## config.mk

```make
export PLATFORM = sky130hd
export DESIGN_NAME = adcsf_top
export DESIGN_NICKNAME = d
export VERILOG_FILES = /design/src/design/adcsf_pkg.sv /design/src/design/adcsf_top.sv /design/src/design/adcsf_axil.sv /design/src/design/adcsf_conv.sv
export SDC_FILE = /design/constraint.sdc
export NUM_CORES = 1
export LEC_CHECK = 0
export BUFFER_PORTS_ARGS = -buffer_cell sky130_fd_sc_hd__buf_2
export CORE_ASPECT_RATIO = 0.6
export CORE_MARGIN = 8
export CORE_UTILIZATION = 38
export CTS_CLUSTER_SIZE = 8
export DETAILED_ROUTE_END_ITERATION = 12
export PLACE_DENSITY = 0.56
export SYNTH_ARGS = -nofsm -noshare
export SYNTH_HDL_FRONTEND = slang
export SYNTH_SLANG_ARGS = --single-unit
```

## constraint.sdc

```tcl
create_clock -name aclk -period 3.5 [get_ports aclk]
set_input_delay 0.525 -clock aclk [delete_from_list [all_inputs] [get_ports aclk]]
set_output_delay 0.525 -clock aclk [all_outputs]
set_load 0.02 [all_outputs]
```

## src/design/adcsf_pkg.sv

```systemverilog
// Shared constants and types of the converter status-flag block
package adcsf_pkg;
  localparam int NCH = 8;
  localparam int DW = 10;
  localparam int CHW = 3;
  localparam int AW = 8;
  localparam int CLK_NS = 5;
  localparam int CONV_NS = 1000;
  localparam int CONV_CYC = (CONV_NS + CLK_NS - 1) / CLK_NS;
  localparam int CNTW = 8;
  localparam logic [AW-1:0] OFS_CR = 8'h00;
  localparam logic [AW-1:0] OFS_MR = 8'h04;
  localparam logic [AW-1:0] OFS_CHER = 8'h10;
  localparam logic [AW-1:0] OFS_CHDR = 8'h14;
  localparam logic [AW-1:0] OFS_CHSR = 8'h18;
  localparam logic [AW-1:0] OFS_SR = 8'h1c;
  localparam logic [AW-1:0] OFS_LAST_RESULT_REG = 8'h20;
  localparam logic [AW-1:0] OFS_IMR = 8'h24;
  localparam logic [AW-1:0] OFS_ISR = 8'h28;
  localparam logic [AW-1:0] OFS_CDR0 = 8'h30;
  localparam int CR_START = 0;
  localparam int MR_SLEEP = 0;
  localparam int SR_OVR_LSB = 8;
  localparam int SR_RESULT_READY_FLAG = 16;
  localparam int SR_GENERAL_OVERRUN_FLAG = 17;
  localparam int SR_ASLEEP = 18;
  localparam int SR_BUSY = 19;
  localparam int LAST_RESULT_REG_CH_LSB = 12;
  localparam int NEV = 4;
  localparam int EV_EOC = 0;
  localparam int EV_OVR = 1;
  localparam int EV_GENERAL_OVERRUN_FLAG = 2;
  localparam int EV_SEQ = 3;
  localparam logic [NCH-1:0] CHER_RST = 8'h00;
  localparam logic [NEV-1:0] IMR_RST = 4'h0;
  localparam logic [1:0] RESP_OK = 2'b00;
  localparam logic [1:0] RESP_SLVERR = 2'b10;

  typedef enum logic [1:0] {
    ADCSF_IDLE = 2'b01,
    ADCSF_CONV = 2'b10
  } adcsf_cst_t;

  typedef logic [NCH-1:0][DW-1:0] adcsf_ain_t;

  typedef struct packed {
    logic wr;
    logic [AW-1:0] waddr;
    logic [31:0] wdata;
    logic [3:0] wstrb;
    logic rd;
    logic [AW-1:0] raddr;
  } adcsf_req_t;

  typedef struct packed {
    logic [31:0] rdata;
    logic rerr;
    logic werr;
  } adcsf_rsp_t;

  typedef struct packed {
    logic eoc;
    logic [CHW-1:0] ch;
    logic [DW-1:0] data;
    logic seq_end;
    logic busy;
  } adcsf_cev_t;
endpackage : adcsf_pkg

```

## src/design/adcsf_top.sv

```systemverilog
// Converter status flags, result store, registers and interrupt
//
// Operation
// - A finished conversion sets that channel's done flag.
// - Reading a channel result clears that done flag; a last result read clears every done flag.
// - A status read clears channel overrun flags, except one set by an end of conversion in the same cycle.
// - Finish while own done and result-ready active sets general overrun, whatever read.
// - Disabling another channel during a finish still raises general overrun.
// - In that case the finishing channel's overrun flag rises only if its done flag is still set.
// - A channel disabled during its conversion never raises its done flag.
// - Reading channel z's result clears only z's done flag.
// - Sleep set while idle takes effect after the next conversion sequence ends.
// - Only a last result read clears result-ready; channel reads leave it.
// - A finish while result-ready is active sets general overrun.
// - Each finish stores the channel and last results and raises result-ready.
//
// Decided for this implementation: the address map and the AXI4-Lite interface to the registers.
`timescale 1ns/1ps
module adcsf_top (
  // Clock and reset
  input wire logic aclk,
  input wire logic aresetn,
  // AXI4-Lite write
  input wire logic [adcsf_pkg::AW-1:0] s_axi_awaddr,
  input wire logic s_axi_awvalid,
  output logic s_axi_awready,
  input wire logic [31:0] s_axi_wdata,
  input wire logic [3:0] s_axi_wstrb,
  input wire logic s_axi_wvalid,
  output logic s_axi_wready,
  output logic [1:0] s_axi_bresp,
  output logic s_axi_bvalid,
  input wire logic s_axi_bready,
  // AXI4-Lite read
  input wire logic [adcsf_pkg::AW-1:0] s_axi_araddr,
  input wire logic s_axi_arvalid,
  output logic s_axi_arready,
  output logic [31:0] s_axi_rdata,
  output logic [1:0] s_axi_rresp,
  output logic s_axi_rvalid,
  input wire logic s_axi_rready,
  // Sampled analogue values, one word per channel
  input wire adcsf_pkg::adcsf_ain_t ain,
  // Status outputs
  output logic irq,
  output logic asleep
);
  import adcsf_pkg::*;

  typedef struct packed {
    adcsf_ain_t ain1;
    adcsf_ain_t ain2;
    logic [NCH-1:0] cher;
    logic sleep_en;
    logic asleep;
    logic [NCH-1:0] done;
    logic [NCH-1:0] ovr;
    logic result_ready_flag;
    logic general_overrun_flag;
    logic [NCH-1:0][DW-1:0] res;
    logic [DW-1:0] last;
    logic [CHW-1:0] last_ch;
    logic [NEV-1:0] imr;
    logic [NEV-1:0] isr;
  } adcsf_st_t;

  adcsf_st_t s_q, s_d;
  adcsf_req_t req;
  adcsf_rsp_t rsp;
  adcsf_cev_t cev;
  logic start_wr;
  logic [NCH-1:0] en_now, dis_now;
  logic rd_sr, rd_last_result_reg, rd_cdr;
  logic [CHW-1:0] rd_idx;
  logic eoc_ok;
  logic [NCH-1:0] done_set, done_clr, done_keep, ovr_set;
  logic general_overrun_flag_set;
  logic [NEV-1:0] ev;

  function automatic logic cdr_hit(input logic [AW-1:0] a);
    cdr_hit = (a >= OFS_CDR0) && (a < AW'(OFS_CDR0 + 4 * NCH)) && (a[1:0] == 2'b00);
  endfunction : cdr_hit

  function automatic logic [NCH-1:0] onehot(input logic [CHW-1:0] c);
    onehot = NCH'(1) << c;
  endfunction : onehot

  function automatic logic wr_at(input adcsf_req_t r, input logic [AW-1:0] a);
    wr_at = r.wr && (r.waddr == a) && r.wstrb[0];
  endfunction : wr_at

  adcsf_axil u_axil (
    .aclk(aclk),
    .aresetn(aresetn),
    .s_axi_awaddr(s_axi_awaddr),
    .s_axi_awvalid(s_axi_awvalid),
    .s_axi_awready(s_axi_awready),
    .s_axi_wdata(s_axi_wdata),
    .s_axi_wstrb(s_axi_wstrb),
    .s_axi_wvalid(s_axi_wvalid),
    .s_axi_wready(s_axi_wready),
    .s_axi_bresp(s_axi_bresp),
    .s_axi_bvalid(s_axi_bvalid),
    .s_axi_bready(s_axi_bready),
    .s_axi_araddr(s_axi_araddr),
    .s_axi_arvalid(s_axi_arvalid),
    .s_axi_arready(s_axi_arready),
    .s_axi_rdata(s_axi_rdata),
    .s_axi_rresp(s_axi_rresp),
    .s_axi_rvalid(s_axi_rvalid),
    .s_axi_rready(s_axi_rready),
    .req(req),
    .rsp(rsp)
  );

  adcsf_conv u_conv (
    .aclk(aclk),
    .aresetn(aresetn),
    .chen(s_q.cher),
    .start(start_wr),
    .ain(s_q.ain2),
    .cev(cev)
  );

  // Register decode
  always_comb begin
    start_wr = wr_at(req, OFS_CR) && req.wdata[CR_START];
    en_now = wr_at(req, OFS_CHER) ? req.wdata[NCH-1:0] : '0;
    dis_now = wr_at(req, OFS_CHDR) ? req.wdata[NCH-1:0] : '0;
    rd_sr = req.rd && (req.raddr == OFS_SR);
    rd_last_result_reg = req.rd && (req.raddr == OFS_LAST_RESULT_REG);
    rd_cdr = req.rd && cdr_hit(req.raddr);
    rd_idx = CHW'((req.raddr - OFS_CDR0) >> 2);
  end

  // Flag next values
  always_comb begin
    // A disable arriving with the finish still counts as disabled
    eoc_ok = cev.eoc && s_q.cher[cev.ch] && !dis_now[cev.ch];
    done_set = eoc_ok ? onehot(cev.ch) : '0;
    done_clr = (rd_cdr ? onehot(rd_idx) : '0) | {NCH{rd_last_result_reg}};
    done_keep = s_q.done & ~done_clr;
    ovr_set = done_set & s_q.done;
    // Only result-ready matters; which channel or read is irrelevant
    general_overrun_flag_set = eoc_ok && s_q.result_ready_flag;
    ev = '0;
    ev[EV_EOC] = eoc_ok;
    ev[EV_OVR] = |ovr_set;
    ev[EV_GENERAL_OVERRUN_FLAG] = general_overrun_flag_set;
    ev[EV_SEQ] = cev.seq_end;
  end

  always_comb begin
    s_d = s_q;
    s_d.ain1 = ain;
    s_d.ain2 = s_q.ain1;
    s_d.cher = (s_q.cher | en_now) & ~dis_now;
    if (wr_at(req, OFS_MR)) begin
      s_d.sleep_en = req.wdata[MR_SLEEP];
    end
    if (wr_at(req, OFS_IMR)) begin
      s_d.imr = req.wdata[NEV-1:0];
    end
    s_d.isr = s_q.isr & ~(wr_at(req, OFS_ISR) ? req.wdata[NEV-1:0] : '0);
    s_d.isr = s_d.isr | ev;
    s_d.done = done_keep | done_set;
    s_d.ovr = (s_q.ovr & ~{NCH{rd_sr}}) | ovr_set;
    s_d.general_overrun_flag = (s_q.general_overrun_flag && !rd_sr) || general_overrun_flag_set;
    s_d.result_ready_flag = (s_q.result_ready_flag && !rd_last_result_reg) || eoc_ok;
    if (eoc_ok) begin
      s_d.res[cev.ch] = cev.data;
      s_d.last = cev.data;
      s_d.last_ch = cev.ch;
    end
    // Sleep never cuts a conversion short; it waits for the sequence end
    if (start_wr || !s_q.sleep_en) begin
      s_d.asleep = 1'b0;
    end else if (cev.seq_end) begin
      s_d.asleep = 1'b1;
    end
  end

  // Read data and decode errors
  always_comb begin
    rsp.rdata = '0;
    rsp.rerr = 1'b0;
    rsp.werr = !(wr_at(req, OFS_CR) || wr_at(req, OFS_MR) || wr_at(req, OFS_CHER)
      || wr_at(req, OFS_CHDR) || wr_at(req, OFS_IMR) || wr_at(req, OFS_ISR))
      && (req.wstrb[0] || req.waddr != OFS_CR);
    if (cdr_hit(req.raddr)) begin
      rsp.rdata[DW-1:0] = s_q.res[rd_idx];
    end else begin
      unique case (req.raddr)
        OFS_MR: rsp.rdata[MR_SLEEP] = s_q.sleep_en;
        OFS_CHSR: rsp.rdata[NCH-1:0] = s_q.cher;
        OFS_SR: begin
          rsp.rdata[NCH-1:0] = s_q.done;
          rsp.rdata[SR_OVR_LSB +: NCH] = s_q.ovr;
          rsp.rdata[SR_RESULT_READY_FLAG] = s_q.result_ready_flag;
          rsp.rdata[SR_GENERAL_OVERRUN_FLAG] = s_q.general_overrun_flag;
          rsp.rdata[SR_ASLEEP] = s_q.asleep;
          rsp.rdata[SR_BUSY] = cev.busy;
        end
        OFS_LAST_RESULT_REG: begin
          rsp.rdata[DW-1:0] = s_q.last;
          rsp.rdata[LAST_RESULT_REG_CH_LSB +: CHW] = s_q.last_ch;
        end
        OFS_IMR: rsp.rdata[NEV-1:0] = s_q.imr;
        OFS_ISR: rsp.rdata[NEV-1:0] = s_q.isr;
        OFS_CR, OFS_CHER, OFS_CHDR: rsp.rdata = '0;
        default: rsp.rerr = 1'b1;
      endcase
    end
  end

  always_ff @(posedge aclk) begin
    if (!aresetn) begin
      s_q <= '{cher: CHER_RST, imr: IMR_RST, default: '0};
    end else begin
      s_q <= s_d;
    end
  end

  assign irq = |(s_q.isr & s_q.imr);
  assign asleep = s_q.asleep;
endmodule : adcsf_top

```

## src/design/adcsf_axil.sv

```systemverilog
// AXI4-Lite slave front end of the converter status-flag block
`timescale 1ns/1ps
module adcsf_axil (
  // Clock and reset
  input wire logic aclk,
  input wire logic aresetn,
  // Write address and data
  input wire logic [adcsf_pkg::AW-1:0] s_axi_awaddr,
  input wire logic s_axi_awvalid,
  output logic s_axi_awready,
  input wire logic [31:0] s_axi_wdata,
  input wire logic [3:0] s_axi_wstrb,
  input wire logic s_axi_wvalid,
  output logic s_axi_wready,
  // Write response
  output logic [1:0] s_axi_bresp,
  output logic s_axi_bvalid,
  input wire logic s_axi_bready,
  // Read
  input wire logic [adcsf_pkg::AW-1:0] s_axi_araddr,
  input wire logic s_axi_arvalid,
  output logic s_axi_arready,
  output logic [31:0] s_axi_rdata,
  output logic [1:0] s_axi_rresp,
  output logic s_axi_rvalid,
  input wire logic s_axi_rready,
  // Register side
  output adcsf_pkg::adcsf_req_t req,
  input wire adcsf_pkg::adcsf_rsp_t rsp
);
  import adcsf_pkg::*;

  typedef struct packed {
    logic aw_v;
    logic [AW-1:0] aw_a;
    logic w_v;
    logic [31:0] w_d;
    logic [3:0] w_s;
    logic bvalid;
    logic [1:0] bresp;
    logic rvalid;
    logic [31:0] rdata;
    logic [1:0] rresp;
  } adcsf_axs_t;

  adcsf_axs_t s_q, s_d;

  assign s_axi_awready = !s_q.aw_v;
  assign s_axi_wready = !s_q.w_v;
  assign s_axi_arready = !s_q.rvalid;
  assign s_axi_bvalid = s_q.bvalid;
  assign s_axi_bresp = s_q.bresp;
  assign s_axi_rvalid = s_q.rvalid;
  assign s_axi_rdata = s_q.rdata;
  assign s_axi_rresp = s_q.rresp;

  always_comb begin
    s_d = s_q;
    req = '0;
    if (s_axi_awvalid && !s_q.aw_v) begin
      s_d.aw_v = 1'b1;
      s_d.aw_a = s_axi_awaddr;
    end
    if (s_axi_wvalid && !s_q.w_v) begin
      s_d.w_v = 1'b1;
      s_d.w_d = s_axi_wdata;
      s_d.w_s = s_axi_wstrb;
    end
    // Address and data are held until both are in, in either order
    if (s_q.aw_v && s_q.w_v && !s_q.bvalid) begin
      req.wr = 1'b1;
      req.waddr = s_q.aw_a;
      req.wdata = s_q.w_d;
      req.wstrb = s_q.w_s;
      s_d.aw_v = 1'b0;
      s_d.w_v = 1'b0;
      s_d.bvalid = 1'b1;
      s_d.bresp = rsp.werr ? RESP_SLVERR : RESP_OK;
    end
    if (s_q.bvalid && s_axi_bready) begin
      s_d.bvalid = 1'b0;
    end
    // Read side effects fire exactly once, at the address handshake
    if (s_axi_arvalid && !s_q.rvalid) begin
      req.rd = 1'b1;
      req.raddr = s_axi_araddr;
      s_d.rvalid = 1'b1;
      s_d.rdata = rsp.rdata;
      s_d.rresp = rsp.rerr ? RESP_SLVERR : RESP_OK;
    end
    if (s_q.rvalid && s_axi_rready) begin
      s_d.rvalid = 1'b0;
    end
  end

  always_ff @(posedge aclk) begin
    if (!aresetn) begin
      s_q <= '0;
    end else begin
      s_q <= s_d;
    end
  end
endmodule : adcsf_axil

```

## src/design/adcsf_conv.sv

```systemverilog
// Channel sequencer and conversion timer
`timescale 1ns/1ps
module adcsf_conv (
  // Clock and reset
  input wire logic aclk,
  input wire logic aresetn,
  // Control
  input wire logic [adcsf_pkg::NCH-1:0] chen,
  input wire logic start,
  input wire adcsf_pkg::adcsf_ain_t ain,
  // Conversion events
  output adcsf_pkg::adcsf_cev_t cev
);
  import adcsf_pkg::*;

  typedef struct packed {
    adcsf_cst_t st;
    logic [NCH-1:0] pend;
    logic [CHW-1:0] ch;
    logic [CNTW-1:0] cnt;
    logic eoc;
    logic [CHW-1:0] eoc_ch;
    logic [DW-1:0] data;
    logic seq_end;
  } adcsf_cvs_t;

  adcsf_cvs_t s_q, s_d;
  logic [NCH-1:0] rest;

  function automatic logic [CHW-1:0] first_ch(input logic [NCH-1:0] m);
    first_ch = '0;
    for (int i = NCH - 1; i >= 0; i--) begin
      if (m[i]) begin
        first_ch = CHW'(i);
      end
    end
  endfunction : first_ch

  always_comb begin
    s_d = s_q;
    s_d.eoc = 1'b0;
    s_d.seq_end = 1'b0;
    rest = s_q.pend & chen;
    rest[s_q.ch] = 1'b0;
    unique case (s_q.st)
      ADCSF_IDLE: begin
        if (start && |chen) begin
          s_d.st = ADCSF_CONV;
          s_d.pend = chen;
          s_d.ch = first_ch(chen);
          s_d.cnt = CNTW'(CONV_CYC - 1);
        end
      end
      ADCSF_CONV: begin
        if (s_q.cnt != '0) begin
          s_d.cnt = s_q.cnt - 1'b1;
        end else begin
          // Channels one after another, lowest index first
          s_d.eoc = 1'b1;
          s_d.data = ain[s_q.ch];
          s_d.eoc_ch = s_q.ch;
          s_d.pend = rest;
          if (|rest) begin
            s_d.ch = first_ch(rest);
            s_d.cnt = CNTW'(CONV_CYC - 1);
          end else begin
            s_d.st = ADCSF_IDLE;
            s_d.seq_end = 1'b1;
          end
        end
      end
      default: begin
        s_d.st = ADCSF_IDLE;
      end
    endcase
  end

  always_ff @(posedge aclk) begin
    if (!aresetn) begin
      s_q <= '{st: ADCSF_IDLE, default: '0};
    end else begin
      s_q <= s_d;
    end
  end

  // Channel of the finished conversion travels with its pulse
  always_comb begin
    cev.eoc = s_q.eoc;
    cev.ch = s_q.eoc ? s_q.eoc_ch : s_q.ch;
    cev.data = s_q.data;
    cev.seq_end = s_q.seq_end;
    cev.busy = (s_q.st == ADCSF_CONV);
  end
endmodule : adcsf_conv

```

==> summary.txt, run 1 <==
Hold Crit Start: ain[0]
Initial core utilization: 38.1%
Final Cycle Share: 85.1%
Yosys top cell by area: dfxtp_1
PwrDens: 569 nW/um^2
Highest-delay cell along the critical path: dfxtp_1
Clk Latency, worst-skew pair: 0.57 ns
DP Wirelength: 30200 microns
Area of the multi-input gates: 6580 sq um
Setup TNS: 0 ns
Tightest Pin Transition: 0.845 ns
FF+latch area: 7370 sq um
Setup-failing EPs final: 0
Post-Synth Adder-Cell Area: 0.255%
Yosys cell types: 77
Post-synth top cells: dfxtp_1 (368), and2_1 (167), nand2_1 (156)
Total clock sinks: 368
Mux share of post-synthesis cell area: 7.78%
Crit-path most repeated cell: mux2i_1
Hold EP: s_d[129]
Post-synth design cell area: 14700 sq um
Critical Path End Type: flip-flop
Worst r2r src: u_conv.cev[15]
Port Buffer Count: 140
Worst Setup Start Kind: flip-flop
Die ar.: 45500 sq um
I/O pin total: 182
RSZ-0062 raised after global routing: false
Crit path DAT: 3.46 ns
Synth Register Bits: 368
Simple-Gate Fraction of Synth Area: 20.6%
Worst setup margin: 0.523 ns
Share of the synthesized area in the top cell type: 50.0%
Die Ht: 168 microns
Max Clk Rate: 336 MHz
P_leak: 0.00643 uW
Post-Synth XOR/XNOR Area: 0%
Clk_skew: 0.0232 ns
Cells after Synth: 1588
Average cell area after synthesis: 9.27 sq um
Diodes inserted: 0
Most numerous cell in the Yosys netlist: dfxtp_1
Design Power: 9730 uW
Postcts setup bufs: 0
# rows: 56
Cts repair resizes: 0
Antenna-violating nets left: 0
Slew Limit Headroom: 43.6%
GRT Resource Usage Total: 18.6%
GPL Wtd Cong: 0.865
Number of nets in the layout: 1820
Worst IR drop on VDD: 0.380 mV
CTS Hold Bufs: 0
Horiz. Die Dim: 270 microns
Crit-path cells: mux2i_2 -> mux2i_1 -> mux2i_1 -> o221ai_2 -> nand2_2 -> mux2i_1
Worst stage delay on the critical path: 0.65 ns
Run status: completed
Pre-antenna DRT Iters: 5
Fillers: 3797
H-tree Lvls: 2
Buf/Inv on CP: 0
Post-synth EDFFs: 0
Sequential share of the synthesized area: 50.0%
Clock transition at path regs: 0.05 ns
Core Region: 38600 sq um
Cells on worst reg2reg path: 6
Via Count: 11799
Routed length per instance: 19.8 microns
Starting DRT DRC Count: 1199
First-pass GRT wire length: 67500 microns
Initial antenna violation count: 0
Worst reg2reg setup slack: 0.52 ns
R2r endpoint: s_q[15]
Worst EP required: 3.98 ns
Share of cells above drive strength 1: 17.9%
GR Overflow Total: 0
Fraction of registers with async set/reset: 0%
Hold Path Class: input port to flip-flop
Largest family of logic cells by synthesized area: simple AND/OR/NAND/NOR gates
Family with the most delay on the worst path: multiplexers
Clk buf depth: 3
YS warnings: 0
Clock period minus final worst setup slack: 2.98 ns
Post-synthesis compound-gate area fraction: 15.4%
Critical path type: flip-flop to flip-flop
Clock root buffer master: clkbuf_16
Worst-path maximum fanout: 16
Number of global-route vias before repair: 11375
Layout Area Growth over Synthesis: 16.1%
Top FF cell, synth: dfxtp_1
Area contributors post-synth: dfxtp_1 (50%), and2_1 (7.1%), mux2i_1 (4.6%)
Hold Vio Cnt, Final: 0
Largest net degree at the start of global routing: 179
Final wirelength: 43600 microns
Maxcap violations: 0
Total CTS buffers: 51
Residual DRC: 0
Slew Viols, Final: 0
Pre-CTS setup slack: 0.625 ns
Worst hold path stage count: 2
CTS tree: done
DR vias/cell: 5.36
==> worst register-to-register path, stage by stage, from the launching register on <==
cell and delay, ns:
dfxtp_1 0.65, mux2i_2 0.41, mux2i_1 0.13, mux2i_1 0.64
o221ai_2 0.36, nand2_2 0.48, mux2i_1 0.24
==> power by group <==
group          total, uW  internal, uW  switching (uW)
registers           4480          4370             118
logic                972           372             599
clock network       4270          2550            1720
total               9730          7290            2440
==> area by class of cell <==
| type | count | area share [%] |
|---|---|---|
| sequential | 368 | 43.1 |
| multi-input combinational | 1049 | 38.5 |
| clock buffer | 51 | 7.46 |
| timing repair buffer | 184 | 6.28 |
| tap | 522 | 3.82 |
| inverter | 24 | 0.541 |
| clock inverter | 3 | 0.307 |
==> per-layer routing <==
layer | global-route usage, % | vias up | routed length, microns
met5 | 0 | - | 0
met4 | 4.13 | 0 | 718
met3 | 3.80 | 64 | 3530
met2 | 26.5 | 426 | 17600
met1 | 28.4 | 5635 | 21700
li1 | - | 5674 | -
==> registers in the layout (all words and copies together) (netlist names) <==
name                 count
u_conv.cev              12
u_conv.s_q              24
u_axil.s_axi_rdata      20
u_axil.s_axi_rresp       1
u_axil.s_axi_bvalid      1
u_axil.s_axi_rvalid      1
s_q                    208
asleep                   1
s_d                     80
u_axil.s_q              19
u_axil.s_axi_bresp       1
==> how the worst max path moves through the flow <==
stage	depth (start not counted)	end	from	slack (ns)
after floorplan	9	u_conv.s_q[23]	u_conv.s_q[15]	1.05
after global placement	7	u_axil.s_axi_rdata[6]	s_axi_araddr[0]	0.66
after detailed placement	6	s_q[18]	u_conv.cev[15]	0.63
after CTS	6	s_q[19]	u_conv.cev[15]	0.59
after global routing	6	s_q[12]	u_conv.cev[15]	0.30
final	6	s_q[15]	u_conv.cev[15]	0.52
==> logic make-up (layout without fill, tap and decap cells) <==
| logic type | Yosys count | count (layout) |
|---|---|---|
| AOI/OAI and AO/OA | 334 | 334 |
| other | 1 | 14 |
| muxes | 99 | 99 |
| and+or+nand+nor | 599 | 599 |
| buffers and inverters | 184 | 262 |
| DFF | 368 | 368 |
| adders and majority gates | 3 | 3 |
==> metrics by stage <==
step           utilization, %  cells  hold WS (ns)  instance area, sq um
2_1_floorplan               -   1601         0.412                 14800
3_3_place_gp             40.9   2147         0.415                 15800
3_5_place_dp             40.9   2147         0.418                 15800
4_1_cts                  44.3   2201         0.152                 17100
5_1_grt                  44.3   2201         0.155                 17100
6_report                 44.3   2201         0.177                 17100
==> cells in the final DEF (no fill, tap or decap), types with 4 or more instances in the layout <==
cell type	instances
dfxtp_1	366
and2_1	167
nand2_1	156
buf_2	139
nor2_1	117
a21oi_1	85
o21ai_0	78
nand3_1	78
mux2i_1	67
clkbuf_16	51
buf_4	41
a221oi_1	24
inv_1	22
mux2_2	21
a22oi_1	19
a31oi_1	17
conb_1	14
a211oi_1	12
nor3_1	11
a311oi_1	11
mux4_2	10
a222oi_1	10
and3_1	8
or3_1	8
a221o_1	8
nand2b_1	7
nor3b_1	7
o32ai_1	7
nand3b_1	6
a211oi_2	5
o31ai_1	5
nor2b_1	5
a211o_1	5
o21a_1	4
a32o_1	4
o211ai_1	4
o22ai_1	4
a22o_1	4
a32oi_1	4
No activity file was read; power rests on OpenSTA's default activity.
==> run 2, diff against run 1 <==
--- a/config.mk
+++ b/config.mk
@@ -9,9 +9,10 @@
 export CORE_ASPECT_RATIO = 0.6
 export CORE_MARGIN = 8
 export CORE_UTILIZATION = 38
+export CTS_CLUSTER_DIAMETER = 200
 export CTS_CLUSTER_SIZE = 8
 export DETAILED_ROUTE_END_ITERATION = 12
-export PLACE_DENSITY = 0.56
+export PLACE_DENSITY = 0.68
 export SYNTH_ARGS = -nofsm -noshare
 export SYNTH_HDL_FRONTEND = slang
 export SYNTH_SLANG_ARGS = --single-unit
==> run 2 against run 1 <==
Sequential power barely moved; global-route usage shrank 0.50 points; sequential share of layout area increased by 0.21 points; first-iteration DRC count shrank 4.7%; design area decreased by 0.48%; utilization down 0.21 points; worst hold slack lost 0.017 ns; power rose by 0.43%; fmax decreased by 1.7%; highest routed layer unchanged; worst setup slack lost 0.050 ns; clock power is 1% higher.
==> summary.txt, run 2 (synthesized netlist as in run 1, its figures left out) <==
Hold Slack: 0.161 ns
First-pass GRT wire length: 65900 microns
Pre-antenna DRT Iters: 8
Residual DRC: 0
Run status: completed
Postcts setup bufs: 0
Top reg by flops: s_q
P_leak: 0.00638 uW
Number of nets in the layout: 1809
Worst IR drop on VDD: 0.373 mV
Starting DRT DRC Count: 1143
CTS Hold Bufs: 0
Clk Latency, worst-skew pair: 0.58 ns
Highest-delay cell along the critical path: and2_0
Largest net degree at the start of global routing: 136
Clk_skew: 0.0314 ns
Worst-path maximum fanout: 16
Clock period minus final worst setup slack: 3.03 ns
Worst setup margin: 0.472 ns
Worst r2r src: u_conv.cev[15]
Antenna-violating nets left: 0
Cts repair resizes: 0
Routed length per instance: 19.6 microns
Total CTS buffers: 51
Share of cells above drive strength 1: 17.3%
GR Overflow Total: 0
Maxcap violations: 0
Worst hold path stage count: 2
Horiz. Die Dim: 270 microns
Port Buffer Count: 140
Max reg flops: 208
Slew Viols, Final: 0
Via Count: 11922
Core Region: 38600 sq um
Worst stage delay on the critical path: 0.67 ns
Initial core utilization: 38.1%
I/O pin total: 182
Worst reg2reg setup slack: 0.47 ns
Setup-failing EPs final: 0
Most frequent cells in the layout: dfxtp_1 (366), and2_1 (167), nand2_1 (156)
Number of global-route vias before repair: 11441
Clock transition at path regs: 0.06 ns
Cells on worst reg2reg path: 6
Worst Setup Start Kind: flip-flop
DP Wirelength: 29700 microns
Max Clk Rate: 330 MHz
DR vias/cell: 5.44
Tightest Pin Transition: 0.955 ns
Crit-path cells: mux2i_2 -> mux2_2 -> o21ai_2 -> and2_0 -> o21ai_0 -> a21oi_1
PwrDens: 574 nW/um^2
RSZ-0062 raised after global routing: false
R2r endpoint: s_q[86]
Total clock sinks: 368
Setup TNS: 0 ns
Worst EP required: 3.99 ns
# rows: 56
Most common cell after layout, fill and taps aside: dfxtp_1
Hold Vio Cnt, Final: 0
Pre-CTS setup slack: 0.618 ns
Crit path DAT: 3.52 ns
Critical Path End Type: flip-flop
Slew Limit Headroom: 36.2%
Die ar.: 45500 sq um
Final Cycle Share: 86.5%
Final wirelength: 42900 microns
H-tree Lvls: 2
Hold Path Class: input port to flip-flop
Critical path type: flip-flop to flip-flop
CTS tree: done
Hold EP: s_d[158]
Clock root buffer master: clkbuf_16
GPL Wtd Cong: 0.892
Hold Crit Start: ain[29]
Fillers: 3689
Initial antenna violation count: 0
GRT Resource Usage Total: 18.1%
Layout Area Growth over Synthesis: 15.6%
Die Ht: 168 microns
Diodes inserted: 0
Clk buf depth: 3
==> run 2: critical path, delay by kind of cell, from the launching register on <==
family | cells | cell delay, ns
AO/OA/AOI/OAI | 3 | 0.76
flip-flops | 1 | 0.66
multiplexers | 2 | 0.85
AND/OR/NAND/NOR | 1 | 0.67
==> run 2: area by class of cell <==
class	instances	area, sq um	area share (%)
inverters	24	92.6	0.544
repair buffers	173	980	5.76
clock buffers	51	1280	7.50
clock inverters	3	70.1	0.412
well taps	522	653	3.84
multi-input cells	1049	6580	38.7
flip-flops and latches	368	7370	43.3
==> run 2: worst max path at each step <==
stage / from / endpoint / cells past startpoint / slack, ns
after floorplan: u_conv.s_q[15] / u_conv.s_q[23] / 9 / 1.05
after global placement: u_conv.cev[15] / s_q[85] / 6 / 0.66
after detailed placement: u_conv.cev[15] / s_q[86] / 6 / 0.62
after CTS: u_conv.cev[15] / s_q[86] / 6 / 0.57
after global routing: u_conv.cev[15] / s_q[89] / 6 / 0.27
final: u_conv.cev[15] / s_q[86] / 6 / 0.47
==> run 2: where the power goes <==
group	total (uW)	leakage [uW]	internal, uW	switching [uW]
Sequential	4480	0.00301	4370	117
Combinational	971	0.00271	364	607
Clock	4320	0.000659	2570	1750
Total	9770	0.00638	7300	2470
==> run 2: metal layers <==
metal | wire [microns] | GRT usage, %
met2 | 17900 | 26.2
met5 | 0 | 0
met1 | 20500 | 26.6
met4 | 781 | 5.16
met3 | 3800 | 4.21
==> run 2: metrics by stage <==
stage	cells	power [uW]	utilization, %	instance area, sq um
after floorplan	1601	5250	-	14800
after global placement	2136	5480	40.6	15700
after detailed placement	2136	5520	40.6	15700
after CTS	2190	9860	44.1	17000
after global routing	2190	10200	44.1	17000
final	2190	9770	44.1	17000
==> run 3, diff against run 2 <==
--- a/config.mk
+++ b/config.mk
@@ -5,6 +5,7 @@
 export SDC_FILE = /design/constraint.sdc
 export NUM_CORES = 1
 export LEC_CHECK = 0
+export ABC_AREA = 1
 export BUFFER_PORTS_ARGS = -buffer_cell sky130_fd_sc_hd__buf_2
 export CORE_ASPECT_RATIO = 0.6
 export CORE_MARGIN = 8
@@ -12,6 +13,7 @@
 export CTS_CLUSTER_DIAMETER = 200
 export CTS_CLUSTER_SIZE = 8
 export DETAILED_ROUTE_END_ITERATION = 12
+export MAX_ROUTING_LAYER = met4
 export PLACE_DENSITY = 0.68
 export SYNTH_ARGS = -nofsm -noshare
 export SYNTH_HDL_FRONTEND = slang
==> run 3 against run 2 <==
Sequential share of layout area increased by 0.068 points; critical endpoint is now s_q[49]; largest power group unchanged; critical path depth increased by 7; sequential cell count unchanged; clock skew increased by 0.0026 ns; design area decreased by 0.19%; first-iteration DRC count increased by 23%; highest routed layer unchanged; die area decreased by 1.1%; power increased by 5.9%; non-clock buffer count increased by 9.
==> summary.txt, run 3 <==
Run status: completed
Worst hold path stage count: 3
Antenna-violating nets left: 0
Max reg flops: 208
CTS tree: done
Average cell area after synthesis: 7.59 sq um
YS warnings: 0
Clk_skew: 0.0340 ns
Number of nets in the layout: 2181
Setup TNS: 0 ns
Post-synth top cells: nand2_1 (420), dfxtp_1 (368), inv_1 (305)
Postcts setup bufs: 0
Top FF cell, synth: dfxtp_1
Yosys top cell by area: dfxtp_1
Setup crit start: u_axil.s_q[82]
Worst setup margin: 0.670 ns
Clock transition at path regs: 0.05 ns
Initial antenna violation count: 1
Share of cells above drive strength 1: 13.1%
Die Ht: 168 microns
GPL Wtd Cong: 0.936
Synth Register Bits: 368
Die ar.: 45000 sq um
Most numerous cell in the Yosys netlist: nand2_1
Tightest Pin Transition: 0.907 ns
M3 GR Usage: 7.90%
Layout Area Growth over Synthesis: 16.8%
Hold Slack: 0.128 ns
I/O pin total: 182
Fin util: 45.0%
Clk Latency, worst-skew pair: 0.58 ns
Most frequent cells in the layout: nand2_1 (420), dfxtp_1 (368), inv_1 (305)
GRT Resource Usage Total: 19.7%
Most common cell after layout, fill and taps aside: nand2_1
Horiz. Die Dim: 269 microns
Post-synth design cell area: 14500 sq um
Post-route cell area: 17000 sq um
DP Wirelength: 32400 microns
Clk buf depth: 3
Worst IR drop on VDD: 0.326 mV
# rows: 55
Max Clk Rate: 353 MHz
Yosys cell types: 49
Worst Setup Start Kind: flip-flop
Clock period minus final worst setup slack: 2.83 ns
GR Overflow Total: 0
Placed Area: 15600 sq um
H-tree Lvls: 2
Setup-failing EPs final: 0
Total CTS buffers: 51
First-pass GRT wire length: 68700 microns
PwrDens: 609 nW/um^2
P_leak: 0.00785 uW
Hold Path Class: input port to flip-flop
Clock root buffer master: clkbuf_16
Pre-antenna DRT Iters: 5
RSZ-0062 raised after global routing: false
Total clock sinks: 368
Cells on worst reg2reg path: 13
Hold Crit Start: ain[30]
Sequential share of the synthesized area: 50.6%
M2 GR Usage: 25.0%
Port Buffer Count: 140
Post-synth EDFFs: 0
Area contributors post-synth: dfxtp_1 (51%), nand2_1 (11%), inv_1 (7.9%)
Hold Vio Cnt, Final: 0
Most used routing layer: met1
Worst r2r src: u_axil.s_q[82]
Final Cycle Share: 80.9%
DR vias/cell: 5.10
Via Count: 13027
Top reg by flops: s_q
Share of the synthesized area in the top cell type: 50.6%
Core Region: 37700 sq um
Routed length per instance: 17.5 microns
Maxcap violations: 0
Number of global-route vias before repair: 12336
Critical path type: flip-flop to flip-flop
Fraction of registers with async set/reset: 0%
Critical Path End Type: flip-flop
Initial core utilization: 38.6%
Crit path DAT: 3.31 ns
Final wirelength: 44700 microns
Worst EP required: 3.98 ns
Worst-path maximum fanout: 29
M1 GR Usage: 28.1%
Residual DRC: 0
CTS Hold Bufs: 0
Slew Limit Headroom: 39.3%
Cells after Synth: 1916
Pre-CTS setup slack: 0.688 ns
Largest net degree at the start of global routing: 157
Slew Viols, Final: 0
Starting DRT DRC Count: 1403
Cts repair resizes: 0
==> run 3: cell count changes in the layout (fill, tap and decap cells not counted), sizes merged, moves of 12 or more <==
cell and change:
and2 -168, o22ai +18, nand4 +17, a21oi +75
o21ai +50, mux2i -68, nor2 -13, a22oi -12
inv +286, nand3 +36, nand2 +272, mux2 -21
==> run 3: path summary, 6_finish.rpt <==
path,to,slack (ns)
min,s_d[159],0.13
max,s_q[49],0.67
max reg2reg,s_q[49],0.67
min reg2reg,s_q[204],0.41
==> run 3: cell families after synthesis <==
kind of cell | synth area share [%]
adder cells (fa/ha/maj) | 0.258
AND/OR/NAND/NOR | 20.0
other | 0.0258
AO/OA/AOI/OAI | 16.1
flip-flops | 50.6
buffers and inverters | 12.9
XOR/XNOR | 0.0602
==> run 3: report_power, final <==
part | leakage (uW) | internal, uW | switching [uW] | total, uW
sequential | 0.00301 | 4380 | 141 | 4520
clock | 0.000663 | 2570 | 1760 | 4330
combinational | 0.00418 | 428 | 1070 | 1500
==> run 3: metal layers <==
| metal | share of wire [%] | up-vias |
|---|---|---|
| met2 | 38 | 591 |
| met1 | 47 | 6027 |
| met3 | 13 | 77 |
| met4 | 2.1 | 0 |
| li1 | - | 6332 |
| met5 | 0 | - |
==> run 3: critical path: stages, from the launching register on <==
cell and delay, ns:
dfxtp_1 0.30, nor2_1 0.26, nand2_1 0.08, nor2_1 0.50
nand2_1 0.21, nor2_1 0.20, nand2_1 0.11, nand3_2 0.12
nor2_4 0.05, buf_4 0.24, nand2_1 0.16, buf_4 0.23
nor2_1 0.06, a211oi_1 0.20
==> run 3: cell type report <==
class | instances | area (sq um)
fillers | 3736 | 20700
flip-flops and latches | 368 | 7370
multi-input cells | 1115 | 5360
clock buffers | 51 | 1280
inverters | 321 | 1210
repair buffers | 182 | 1050
well taps | 513 | 642
clock inverters | 3 | 90.1
diodes | 1 | 2.50
==> run 3: stage by stage <==
stage	cells	total power [uW]
global placement	2499	6020
finish	2554	10300
detailed placement	2499	6050
global route	2554	10800
floorplan	1929	5500
CTS	2553	10400
